[src/logic/qd_pkg.sv]
package qd_pkg;
  // Converter geometry: straight binary code, 0 to 1023
  localparam int NUM_CH = 4;
  localparam int CH_W = 2;
  localparam int CODE_W = 10;
  localparam int NIB_W = 4;
  localparam int TX_LO_W = 6;
  localparam logic [1:0] TRAIL_ZERO = 2'h0;

  // Register offsets, byte addresses on the bus
  localparam logic [7:0] OFS_CTRL = 8'h00;
  localparam logic [7:0] OFS_PD = 8'h04;
  localparam logic [7:0] OFS_ACT = 8'h10;
  localparam logic [7:0] OFS_HOLD = 8'h20;
  localparam logic [3:0] OFS_LOW_ZERO = 4'h0;

  // Control register fields and width
  localparam int CTRL_EN_BIT = 0;
  localparam int CTRL_VAR_BIT = 1;
  localparam int CTRL_W = 2;

  // Bus encodings
  localparam logic [2:0] HSIZE_WORD = 3'h2;
  localparam int HTRANS_ACT_BIT = 1;

  // Power-down selector codes
  localparam logic [1:0] PD_NORMAL = 2'h0;
  localparam logic [1:0] PD_FLOAT = 2'h1;
  localparam logic [1:0] PD_1K = 2'h2;
  localparam logic [1:0] PD_100K = 2'h3;

  // Fixed upper six slave-id bits per variant
  localparam logic [5:0] ID_UPPER_L = 6'h1e;
  localparam logic [5:0] ID_UPPER_M = 6'h2e;
  localparam logic [2:0] ID_MSB = 3'h6;
  localparam logic [2:0] LAST_BIT = 3'h7;

  // Command nibble codes
  localparam logic [3:0] CMD_HOLD_BASE = 4'h4;
  localparam logic [3:0] CMD_XFER_BASE = 4'h8;
  localparam logic [3:0] CMD_LOAD_ALL = 4'hc;
  localparam logic [3:0] CMD_HOLD_ALL = 4'hd;
  localparam logic [3:0] CMD_UPDATE = 4'he;
  localparam logic [3:0] CMD_EXT = 4'hf;
  localparam logic [3:0] EXT_UPPER = 4'h0;
  localparam int EXT_SEL_LSB = 2;
  localparam int PD_SEL_LSB = 0;

  typedef enum logic [2:0] {
    ST_IDLE = 3'h0,
    ST_ADDR = 3'h1,
    ST_RX = 3'h2,
    ST_ACK = 3'h3,
    ST_TX = 3'h4,
    ST_MACK = 3'h5
  } qd_state_t;

  typedef enum logic [1:0] {
    BY_ADDR = 2'h0,
    BY_CMD = 2'h1,
    BY_DATA = 2'h2,
    BY_EXT = 2'h3
  } qd_byte_t;
endpackage

[src/logic/qd_line_if.sv]
// Conditioned two-wire line events, all on the system clock
interface qd_line_if;
  logic scl_rise;
  logic scl_fall;
  logic sda;
  logic start;
  logic stop;
  logic add_lvl;
  modport src (output scl_rise, scl_fall, sda, start, stop, add_lvl);
  modport dst (input scl_rise, scl_fall, sda, start, stop, add_lvl);
endinterface

[src/logic/qd_dac_ctrl.sv]
// The placing of the registers and register access over AHB-Lite were decided locally.
module qd_dac_ctrl #(
  parameter logic VAR_RST = 1'b0
) (
  input wire logic SYS_CLK,
  input wire logic RST,
  input wire logic CE,
  input wire logic HSEL,
  input wire logic [31:0] HADDR,
  input wire logic [1:0] HTRANS,
  input wire logic HWRITE,
  input wire logic [2:0] HSIZE,
  input wire logic [31:0] HWDATA,
  input wire logic HREADY,
  output logic HREADYOUT,
  output logic [31:0] HRDATA,
  output logic HRESP,
  input wire logic SCL_I,
  input wire logic SDA_I,
  output logic SDA_O,
  output logic SDA_OE,
  input wire logic ADD_I,
  output logic [qd_pkg::NUM_CH*qd_pkg::CODE_W-1:0] ACTIVE_CODE,
  output logic [qd_pkg::NUM_CH*2-1:0] POWER_DOWN_STATE
);
  import qd_pkg::*;

  qd_line_if ln ();

  logic [NUM_CH-1:0][CODE_W-1:0] hold_ff;
  logic [NUM_CH-1:0][CODE_W-1:0] act_ff;
  logic [NUM_CH-1:0][1:0] pd_ff;
  logic [CTRL_W-1:0] ctrl_ff;
  qd_state_t state_ff;
  qd_byte_t byte_ff;
  logic [2:0] bit_cnt_ff;
  logic [7:0] shift_ff;
  logic [NIB_W-1:0] cmd_ff;
  logic [NIB_W-1:0] upper_ff;
  logic [CH_W-1:0] rd_ch_ff;
  logic rw_ff;
  logic ack_on_ff;
  logic mack_ok_ff;
  logic tx_idx_ff;
  logic seen_clk_ff;
  logic sda_oe_ff;
  logic sda_o_ff;
  logic hready_ff;
  logic hresp_ff;
  logic [31:0] hrdata_ff;
  logic wr_pend_ff;
  logic [7:0] wr_addr_ff;

  logic en;
  logic [6:0] slave_id;
  logic ack_end;
  logic [CODE_W-1:0] new_code;
  logic [7:0] tx_first;
  logic [7:0] tx_second;
  logic bus_take;

  if (NUM_CH != 4 || CODE_W != NIB_W + TX_LO_W) begin : g_chk
    $error("qd_dac_ctrl serves four 10-bit channels only");
  end

  qd_line_sync #(
    .STAGES(2)
  ) u_sync (
    .clk(SYS_CLK),
    .rst(RST),
    .ce(CE),
    .scl_pin(SCL_I),
    .sda_pin(SDA_I),
    .add_pin(ADD_I),
    .ln(ln)
  );

  // Slave id: variant picks the fixed part, pin the last bit
  assign en = ctrl_ff[CTRL_EN_BIT];
  assign slave_id = {ctrl_ff[CTRL_VAR_BIT] ? ID_UPPER_M : ID_UPPER_L, ln.add_lvl};
  assign ack_end = CE && en && !ln.start && !(ln.stop && seen_clk_ff)
                   && state_ff == ST_ACK && ack_on_ff && ln.scl_fall;
  // Trailing two bits are ignored as the master sends them zero
  assign new_code = {upper_ff, shift_ff[7:2]};
  assign tx_first = 8'(act_ff[rd_ch_ff][CODE_W-1:TX_LO_W]);
  assign tx_second = {act_ff[rd_ch_ff][TX_LO_W-1:0], TRAIL_ZERO};
  assign bus_take = HSEL && HREADY && HTRANS[HTRANS_ACT_BIT];

  // A clock pulse since START arms STOP detection
  always_ff @(posedge SYS_CLK) begin
    if (RST) begin
      seen_clk_ff <= 1'b0;
    end else if (CE) begin
      if (ln.start) begin
        seen_clk_ff <= 1'b0;
      end else if (ln.scl_rise) begin
        seen_clk_ff <= 1'b1;
      end
    end
  end

  // Serial protocol engine; all steps but the drop to idle on disable ride on sampled line events
  always_ff @(posedge SYS_CLK) begin
    if (RST) begin
      state_ff <= ST_IDLE;
      byte_ff <= BY_ADDR;
      bit_cnt_ff <= '0;
      shift_ff <= '0;
      cmd_ff <= '0;
      upper_ff <= '0;
      rd_ch_ff <= '0;
      rw_ff <= 1'b0;
      ack_on_ff <= 1'b0;
      mack_ok_ff <= 1'b0;
      tx_idx_ff <= 1'b0;
      sda_oe_ff <= 1'b0;
    end else if (CE) begin
      if (!en) begin
        state_ff <= ST_IDLE;
        sda_oe_ff <= 1'b0;
      end else if (ln.start) begin
        // START or repeated START restarts address matching
        state_ff <= ST_ADDR;
        byte_ff <= BY_ADDR;
        bit_cnt_ff <= '0;
        ack_on_ff <= 1'b0;
        sda_oe_ff <= 1'b0;
      end else if (ln.stop && seen_clk_ff) begin
        // Abandons any half-written word, nothing is applied
        state_ff <= ST_IDLE;
        sda_oe_ff <= 1'b0;
      end else begin
        unique case (state_ff)
          ST_IDLE: begin
            // Clock ignored until the next START
            sda_oe_ff <= 1'b0;
          end
          ST_ADDR: begin
            if (ln.scl_rise) begin
              shift_ff <= {shift_ff[6:0], ln.sda};
              if (bit_cnt_ff == LAST_BIT) begin
                rw_ff <= ln.sda;
                state_ff <= ST_ACK;
                bit_cnt_ff <= '0;
              end else if (ln.sda != slave_id[ID_MSB - bit_cnt_ff]) begin
                // General call never matches a non-zero id
                state_ff <= ST_IDLE;
              end else begin
                bit_cnt_ff <= bit_cnt_ff + 3'h1;
              end
            end
          end
          ST_RX: begin
            if (ln.scl_rise) begin
              shift_ff <= {shift_ff[6:0], ln.sda};
              if (bit_cnt_ff == LAST_BIT) begin
                state_ff <= ST_ACK;
                bit_cnt_ff <= '0;
              end else begin
                bit_cnt_ff <= bit_cnt_ff + 3'h1;
              end
            end
          end
          ST_ACK: begin
            if (ln.scl_fall && !ack_on_ff) begin
              sda_oe_ff <= 1'b1;
              ack_on_ff <= 1'b1;
            end else if (ln.scl_fall) begin
              ack_on_ff <= 1'b0;
              sda_oe_ff <= 1'b0;
              state_ff <= ST_RX;
              byte_ff <= BY_CMD;
              unique case (byte_ff)
                BY_ADDR: begin
                  if (rw_ff) begin
                    // First read bit goes out on the fall that ends the ack
                    state_ff <= ST_TX;
                    tx_idx_ff <= 1'b0;
                    sda_oe_ff <= ~tx_first[7];
                    shift_ff <= {tx_first[6:0], 1'b0};
                  end
                end
                BY_CMD: begin
                  cmd_ff <= shift_ff[7:4];
                  upper_ff <= shift_ff[3:0];
                  if (shift_ff[7:4] == CMD_EXT && shift_ff[3:0] == EXT_UPPER) begin
                    byte_ff <= BY_EXT;
                  end else if (shift_ff[7:4] == CMD_EXT) begin
                    if ($onehot(shift_ff[3:0])) begin
                      rd_ch_ff <= shift_ff[1] ? 2'h1 : shift_ff[2] ? 2'h2 :
                                  shift_ff[3] ? 2'h3 : 2'h0;
                    end
                  end else if (shift_ff[7:4] != CMD_UPDATE) begin
                    // Update-all takes no data byte
                    byte_ff <= BY_DATA;
                  end
                end
                default: begin
                  // Data or extended byte done; next byte is a new command
                  byte_ff <= BY_CMD;
                end
              endcase
            end
          end
          ST_TX: begin
            if (ln.scl_rise && bit_cnt_ff == LAST_BIT) begin
              state_ff <= ST_MACK;
              bit_cnt_ff <= '0;
              ack_on_ff <= 1'b0;
            end else if (ln.scl_rise) begin
              bit_cnt_ff <= bit_cnt_ff + 3'h1;
            end else if (ln.scl_fall) begin
              sda_oe_ff <= ~shift_ff[7];
              shift_ff <= {shift_ff[6:0], 1'b0};
            end
          end
          ST_MACK: begin
            if (ln.scl_fall && !ack_on_ff) begin
              sda_oe_ff <= 1'b0;
            end else if (ln.scl_rise) begin
              ack_on_ff <= 1'b1;
              mack_ok_ff <= ~ln.sda;
            end else if (ln.scl_fall && mack_ok_ff && !tx_idx_ff) begin
              // Second byte only after the master's acknowledge
              state_ff <= ST_TX;
              tx_idx_ff <= 1'b1;
              ack_on_ff <= 1'b0;
              sda_oe_ff <= ~tx_second[7];
              shift_ff <= {tx_second[6:0], 1'b0};
            end else if (ln.scl_fall) begin
              // Not acknowledged or done; wait for STOP
              state_ff <= ST_IDLE;
            end
          end
          default: begin
            state_ff <= ST_IDLE;
          end
        endcase
      end
    end
  end

  // Code registers change only at the end of a completed byte
  always_ff @(posedge SYS_CLK) begin
    if (RST) begin
      hold_ff <= '0;
      act_ff <= '0;
    end else if (ack_end && byte_ff == BY_DATA) begin
      for (int ch = 0; ch < NUM_CH; ch++) begin
        if (cmd_ff < CMD_HOLD_BASE) begin
          if (cmd_ff[CH_W-1:0] == CH_W'(ch)) begin
            hold_ff[ch] <= new_code;
            act_ff[ch] <= new_code;
          end else begin
            act_ff[ch] <= hold_ff[ch];
          end
        end else if (cmd_ff < CMD_XFER_BASE) begin
          if (cmd_ff[CH_W-1:0] == CH_W'(ch)) begin
            hold_ff[ch] <= new_code;
          end
        end else if (cmd_ff < CMD_LOAD_ALL) begin
          // Outputs take the old holding codes before the new load
          act_ff[ch] <= hold_ff[ch];
          if (cmd_ff[CH_W-1:0] == CH_W'(ch)) begin
            hold_ff[ch] <= new_code;
          end
        end else if (cmd_ff == CMD_LOAD_ALL) begin
          hold_ff[ch] <= new_code;
          act_ff[ch] <= new_code;
        end else begin
          hold_ff[ch] <= new_code;
        end
      end
    end else if (ack_end && byte_ff == BY_CMD && shift_ff[7:4] == CMD_UPDATE) begin
      act_ff <= hold_ff;
    end
  end

  // Per-channel power-down state; codes stay as they are
  always_ff @(posedge SYS_CLK) begin
    if (RST) begin
      pd_ff <= {NUM_CH{PD_100K}};
    end else if (ack_end && byte_ff == BY_EXT) begin
      for (int ch = 0; ch < NUM_CH; ch++) begin
        if (shift_ff[EXT_SEL_LSB + ch]) begin
          pd_ff[ch] <= shift_ff[PD_SEL_LSB +: 2];
        end
      end
    end
  end

  // Bus slave: zero wait, always OKAY
  always_ff @(posedge SYS_CLK) begin
    if (RST) begin
      hready_ff <= 1'b0;
      hresp_ff <= 1'b0;
      sda_o_ff <= 1'b0;
    end else if (CE) begin
      hready_ff <= 1'b1;
      hresp_ff <= 1'b0;
      sda_o_ff <= 1'b0;
    end
  end

  // Write address captured in the address phase, data used one cycle later
  always_ff @(posedge SYS_CLK) begin
    if (RST) begin
      wr_pend_ff <= 1'b0;
      wr_addr_ff <= '0;
      ctrl_ff <= {VAR_RST, 1'b1};
    end else if (CE) begin
      wr_pend_ff <= bus_take && HWRITE && HSIZE == HSIZE_WORD;
      wr_addr_ff <= HADDR[7:0];
      if (wr_pend_ff && wr_addr_ff == OFS_CTRL) begin
        ctrl_ff <= HWDATA[CTRL_W-1:0];
      end
    end
  end

  // Read data prepared at the address phase; unmapped reads give zero
  always_ff @(posedge SYS_CLK) begin
    if (RST) begin
      hrdata_ff <= '0;
    end else if (CE) begin
      hrdata_ff <= '0;
      if (bus_take && !HWRITE && HADDR[1:0] == 2'h0 && HADDR[31:8] == 24'h0) begin
        if (HADDR[7:0] == OFS_CTRL) begin
          hrdata_ff <= 32'({state_ff, ctrl_ff});
        end else if (HADDR[7:0] == OFS_PD) begin
          hrdata_ff <= 32'(pd_ff);
        end else if ({HADDR[7:4], OFS_LOW_ZERO} == OFS_ACT) begin
          hrdata_ff <= 32'(act_ff[HADDR[3:2]]);
        end else if ({HADDR[7:4], OFS_LOW_ZERO} == OFS_HOLD) begin
          hrdata_ff <= 32'(hold_ff[HADDR[3:2]]);
        end
      end
    end
  end

  assign HREADYOUT = hready_ff;
  assign HRESP = hresp_ff;
  assign HRDATA = hrdata_ff;
  assign SDA_O = sda_o_ff;
  assign SDA_OE = sda_oe_ff;
  assign ACTIVE_CODE = act_ff;
  assign POWER_DOWN_STATE = pd_ff;
endmodule

[src/logic/qd_line_sync.sv]
module qd_line_sync #(
  parameter int STAGES = 2
) (
  input wire logic clk,
  input wire logic rst,
  input wire logic ce,
  input wire logic scl_pin,
  input wire logic sda_pin,
  input wire logic add_pin,
  qd_line_if.src ln
);
  import qd_pkg::*;

  if (STAGES < 2) begin : g_chk
    $error("qd_line_sync needs at least two synchroniser stages");
  end

  logic [STAGES-1:0] scl_sync_ff;
  logic [STAGES-1:0] sda_sync_ff;
  logic [STAGES-1:0] add_sync_ff;
  logic scl_prev_ff;
  logic sda_prev_ff;

  // Pins are asynchronous; only the chain reads its first stage
  always_ff @(posedge clk) begin
    if (rst) begin
      scl_sync_ff <= '1;
      sda_sync_ff <= '1;
      add_sync_ff <= '0;
    end else if (ce) begin
      scl_sync_ff <= {scl_sync_ff[STAGES-2:0], scl_pin};
      sda_sync_ff <= {sda_sync_ff[STAGES-2:0], sda_pin};
      add_sync_ff <= {add_sync_ff[STAGES-2:0], add_pin};
    end
  end

  // Edge history; idle-high so reset makes no false edge
  always_ff @(posedge clk) begin
    if (rst) begin
      scl_prev_ff <= 1'b1;
      sda_prev_ff <= 1'b1;
    end else if (ce) begin
      scl_prev_ff <= scl_sync_ff[STAGES-1];
      sda_prev_ff <= sda_sync_ff[STAGES-1];
    end
  end

  // Clock is only sampled, never driven by this end
  assign ln.scl_rise = ce & scl_sync_ff[STAGES-1] & ~scl_prev_ff;
  assign ln.scl_fall = ce & ~scl_sync_ff[STAGES-1] & scl_prev_ff;
  assign ln.sda = sda_sync_ff[STAGES-1];
  assign ln.add_lvl = add_sync_ff[STAGES-1];
  // Data edges while the clock stays high frame a transfer
  assign ln.start = ce & scl_sync_ff[STAGES-1] & scl_prev_ff & sda_prev_ff & ~sda_sync_ff[STAGES-1];
  assign ln.stop = ce & scl_sync_ff[STAGES-1] & scl_prev_ff & ~sda_prev_ff & sda_sync_ff[STAGES-1];
endmodule

[config.mk]
export PLATFORM = sky130hd
export DESIGN_NAME = qd_dac_ctrl
export DESIGN_NICKNAME = d
export VERILOG_FILES = /design/src/logic/qd_pkg.sv /design/src/logic/qd_line_if.sv /design/src/logic/qd_dac_ctrl.sv /design/src/logic/qd_line_sync.sv
export SDC_FILE = /design/constraint.sdc
export NUM_CORES = 1
export LEC_CHECK = 0
export ABC_AREA = 1
export BUFFER_PORTS_ARGS = -buffer_cell sky130_fd_sc_hd__buf_2
export CORE_UTILIZATION = 45
export CTS_CLUSTER_DIAMETER = 100
export CTS_CLUSTER_SIZE = 20
export DETAILED_ROUTE_END_ITERATION = 6
export GPL_TIMING_DRIVEN = 0
export PLACE_DENSITY = 0.66
export SYNTH_ARGS = -nofsm -noshare
export SYNTH_HDL_FRONTEND = slang
export SYNTH_SLANG_ARGS = --single-unit
[constraint.sdc]
create_clock -name SYS_CLK -period 5.1 [get_ports SYS_CLK]
set_input_delay 1.02 -clock SYS_CLK [delete_from_list [all_inputs] [get_ports SYS_CLK]]
set_output_delay 1.02 -clock SYS_CLK [all_outputs]
set_load 0.02 [all_outputs]
==> metrics.txt <==
# TYPE chip_impl_metric gauge
chip_impl_info{name="outcome",value="finished, final reports clean"} 1
chip_impl_metric{name="routed_wire_length_per_instance",unit="µm"} 20.1
chip_impl_metric{name="area_delta_synth_final",unit="%"} 16.3
chip_impl_info{name="synth_ff_type",value="dfxtp_1"} 1
chip_impl_metric{name="placementRows",unit=""} 51
chip_impl_metric{name="worst_pin_slew",unit="ns"} 0.953
chip_impl_metric{name="finalHoldViolations",unit=""} 0
chip_impl_metric{name="setup_violations",unit=""} 0
chip_impl_metric{name="gp_congestion",unit=""} 0.976
chip_impl_metric{name="ys.warnings.count",unit=""} 0
chip_impl_metric{name="power.share.clock",unit=""} 0.411
chip_impl_metric{name="dieHeight",unit="µm"} 144
chip_impl_metric{name="rr_worst_depth",unit=""} 10
chip_impl_info{name="synth.largest_area_cell",value="dfxtp_1"} 1
chip_impl_metric{name="required",unit="ns"} 5.47
chip_impl_info{name="cts_root_buf",value="clkbuf_16"} 1
chip_impl_metric{name="num-fill-cells",unit=""} 2112
chip_impl_info{name="setup.worst_path.start_class",value="primary input"} 1
chip_impl_metric{name="power.density_cell_area",unit="mW/mm²"} 282
chip_impl_metric{name="yosysSeqAreaShare",unit=""} 0.329
chip_impl_metric{name="finalSetupTns",unit="ns"} 0
chip_impl_metric{name="grt.total_usage",unit=""} 0.376
chip_impl_metric{name="power.total",unit="mW"} 2.99
chip_impl_metric{name="ant_nets",unit=""} 0
chip_impl_metric{name="detail_route.vias_per_cell",unit=""} 5.70
chip_impl_metric{name="post_cts_hold_buffer_count",unit=""} 0
chip_impl_metric{name="die_width",unit="µm"} 144
chip_impl_metric{name="post_cts.repair.setup_buffers",unit=""} 0
chip_impl_metric{name="layout_min_cycle_time",unit="ns"} 2.83
chip_impl_metric{name="finalCoreUtilization",unit=""} 0.540
chip_impl_metric{name="yosysUniqueCellTypes",unit=""} 44
chip_impl_metric{name="max_slew_margin",unit=""} 0.365
chip_impl_info{name="netlist_top_cells_area",value="dfxtp_1 33%, nand2_1 14%, o21ai_0 11%"} 1
chip_impl_metric{name="maxCapViolCount",unit=""} 0
chip_impl_metric{name="drt_drc_violations_left",unit=""} 0
chip_impl_metric{name="peakVddDrop",unit="mV"} 0.223
chip_impl_info{name="most_common_cell_after_layout_fill_and_taps_aside",value="nand2_1"} 1
chip_impl_metric{name="async_set_or_reset_flop_fraction_in_the_synthesized_netlist",unit=""} 0
chip_impl_metric{name="fmax",unit="MHz"} 353
chip_impl_metric{name="htree_levels",unit=""} 4
chip_impl_metric{name="worst-endpoint-arrival",unit="ns"} 3.20
chip_impl_metric{name="num_vias",unit=""} 10900
chip_impl_metric{name="postSynthCellCount",unit=""} 1489
chip_impl_info{name="most-common-layout-cells",value="352 x nand2_1, 252 x nor2_1, 207 x o21ai_0"} 1
chip_impl_metric{name="synth.ff_latch_count",unit=""} 150
chip_impl_metric{name="timing.final.crit_share",unit=""} 0.556
chip_impl_metric{name="clkSlewWorstSetupHoldPaths",unit="ns"} 0.07
chip_impl_metric{name="dpl.hpwl",unit="µm"} 29100
chip_impl_metric{name="clock_insertion_delay_worst_skew",unit="ns"} 0.45
chip_impl_metric{name="numCtsBuffers",unit=""} 17
chip_impl_metric{name="clock_tree.buffer_depth",unit=""} 2
chip_impl_metric{name="mean_instance_size_in_the_synthesized_netlist",unit="µm²"} 6.13
chip_impl_metric{name="grt_start_max_net_pins",unit=""} 17
chip_impl_metric{name="cts_sinks",unit=""} 150
chip_impl_metric{name="initial_utilization",unit=""} 0.465
chip_impl_metric{name="total_leakage_power",unit="nW"} 5.01
chip_impl_metric{name="synth_enable_flop_cells",unit=""} 0
chip_impl_metric{name="synth_top_area_frac",unit=""} 0.329
chip_impl_metric{name="die-area",unit="mm²"} 0.0209
chip_impl_metric{name="numPortBuffers",unit=""} 103
chip_impl_metric{name="number_of_cells_in_the_design_after_placement",unit=""} 1880
chip_impl_metric{name="postRouteWirelength",unit="µm"} 38500
chip_impl_info{name="cts_tree",value="yes"} 1
chip_impl_metric{name="fin_clk_skew",unit="ns"} 0.0119
chip_impl_metric{name="worstHoldPathCells",unit=""} 2
chip_impl_metric{name="power_dissipated_by_switching_net_loads",unit="mW"} 0.974
chip_impl_metric{name="grt_pass1_wl",unit="µm"} 56900
chip_impl_metric{name="combPwrFrac",unit=""} 0.170
chip_impl_metric{name="slew_violations",unit=""} 0
chip_impl_metric{name="power.share.switching",unit=""} 0.325
chip_impl_info{name="setup.worst_path.end_class",value="flip-flop"} 1
chip_impl_metric{name="critPathMaxFanout",unit=""} 10
chip_impl_metric{name="pwr-share-seq",unit=""} 0.419
chip_impl_metric{name="placeableCoreArea",unit="mm²"} 0.0197
chip_impl_metric{name="via_count_of_the_first_global_routing_pass",unit=""} 9500
chip_impl_metric{name="grt_overflow",unit=""} 0
chip_impl_metric{name="detail_route.iter0.violations",unit=""} 1464
chip_impl_metric{name="number_of_standard_cells_in_the_layout_taps_in_and_fillers_out",unit=""} 1913
chip_impl_metric{name="post_synthesis_instance_area",unit="mm²"} 0.00913
chip_impl_metric{name="antenna_found_initial",unit=""} 1
chip_impl_metric{name="cts-resized-gates",unit=""} 0
chip_impl_info{name="rsz_0062_raised_after_global_routing",value="false"} 1
chip_impl_metric{name="final.setup.worst_slack",unit="ns"} 2.27
chip_impl_info{name="path_class",value="primary input to flip-flop"} 1
chip_impl_metric{name="count_of_boundary_i_o_pins",unit=""} 162
chip_impl_info{name="timing.hold.worst.class",value="flip-flop to flip-flop"} 1
chip_impl_metric{name="detail_route.first_pass.iterations",unit=""} 6
chip_impl_metric{name="layout-drive-gt1-share",unit=""} 0.124
chip_impl_metric{name="finish.net_count",unit=""} 1720
chip_impl_metric{name="cell_internal_pwr",unit="mW"} 2.02
chip_impl_metric{name="place_ws",unit="ns"} 1.95
==> critical path, cell delays in order <==
cell and delay [ns]:
clkbuf_1 0.20, nor2_2 0.54, inv_1 0.21, clkbuf_1 0.37, o221ai_1 0.46, nand2_1 0.10, nand3_1 0.11, nand2_1 0.07
a21oi_1 0.13
==> flip-flops by register name, summed over array words and instances (netlist names), 2 cells and up <==
signal	count
upper_ff	4
shift_ff	8
rd_ch_ff	2
hold_ff	40
HRDATA	10
ACTIVE_CODE	40
bit_cnt_ff	3
ctrl_ff	2
u_sync.scl_sync_ff	2
u_sync.sda_sync_ff	2
state_ff	3
byte_ff	2
cmd_ff	4
POWER_DOWN_STATE	8
u_sync.add_sync_ff	2
wr_addr_ff	8
==> stage by stage <==
step	cell area (µm²)	hold slack, ns
6_report	10600	0.462
5_1_grt	10600	0.485
4_1_cts	10600	0.468
3_5_place_dp	10100	0.454
3_3_place_gp	10100	0.443
2_1_floorplan	9220	0.429
==> synth_stat cells, drive strengths merged (8+ instances only) <==
cell type  number
nand4           8
nand2         354
o21ai         209
a21oi         131
o211ai         16
o22ai          14
clkbuf         59
nand3b          8
inv           105
nor2          254
nor3           13
buf            47
a211oi         16
nand3          68
dfxtp         150
==> power groups by stage <==
stage	sequential [mW]	clock (mW)	combinational, mW
after floorplan	1.27	0	0.355
after global placement	1.28	0	0.494
after detailed placement	1.28	0	0.495
after CTS	1.25	1.23	0.498
after global routing	1.26	1.28	0.565
final	1.26	1.23	0.508
==> cells by family after synthesis <==
logic type      Yosys count  synth area share
buf+inv                 214             0.102
mux                       1           0.00110
simple gates            713             0.320
other cells               1          0.000411
flops                   150             0.329
compound gates          401             0.235
xor+xnor                  1          0.000959
fa+ha+maj                 8            0.0118
==> layer usage <==
layer / share of wire / vias to the layer above / global-route usage
met5: 0.00034 / - / 0
li1: - / 5169 / -
met3: 0.12 / 104 / 0.109
met1: 0.43 / 4991 / 0.524
met4: 0.037 / 2 / 0.156
met2: 0.41 / 641 / 0.534
==> worst paths after layout <==
kind	startpoint	to	slack, ns
setup reg to reg	shift_ff[3]	rd_ch_ff[1]	2.32
setup / recovery	HADDR[2]	HRDATA[4]	2.27
hold reg to reg	u_sync.sda_sync_ff[0]	u_sync.sda_sync_ff[0]	0.46
hold / removal	u_sync.sda_sync_ff[0]	u_sync.sda_sync_ff[0]	0.46
==> area by class of cell <==
type / instances / area, µm² / share of cell area
Buffer: 106 / 527 / 0.0496
Inverter: 108 / 405 / 0.0382
Clock buffer: 18 / 439 / 0.0413
Antenna cell: 1 / 2.50 / 0.000236
Multi-Input combinational cell: 1148 / 5280 / 0.497
Sequential cell: 150 / 3000 / 0.283
Timing Repair Buffer: 103 / 515 / 0.0485
Clock inverter: 14 / 115 / 0.0108
Tap cell: 265 / 332 / 0.0312
(Power assumes the default switching activity.)
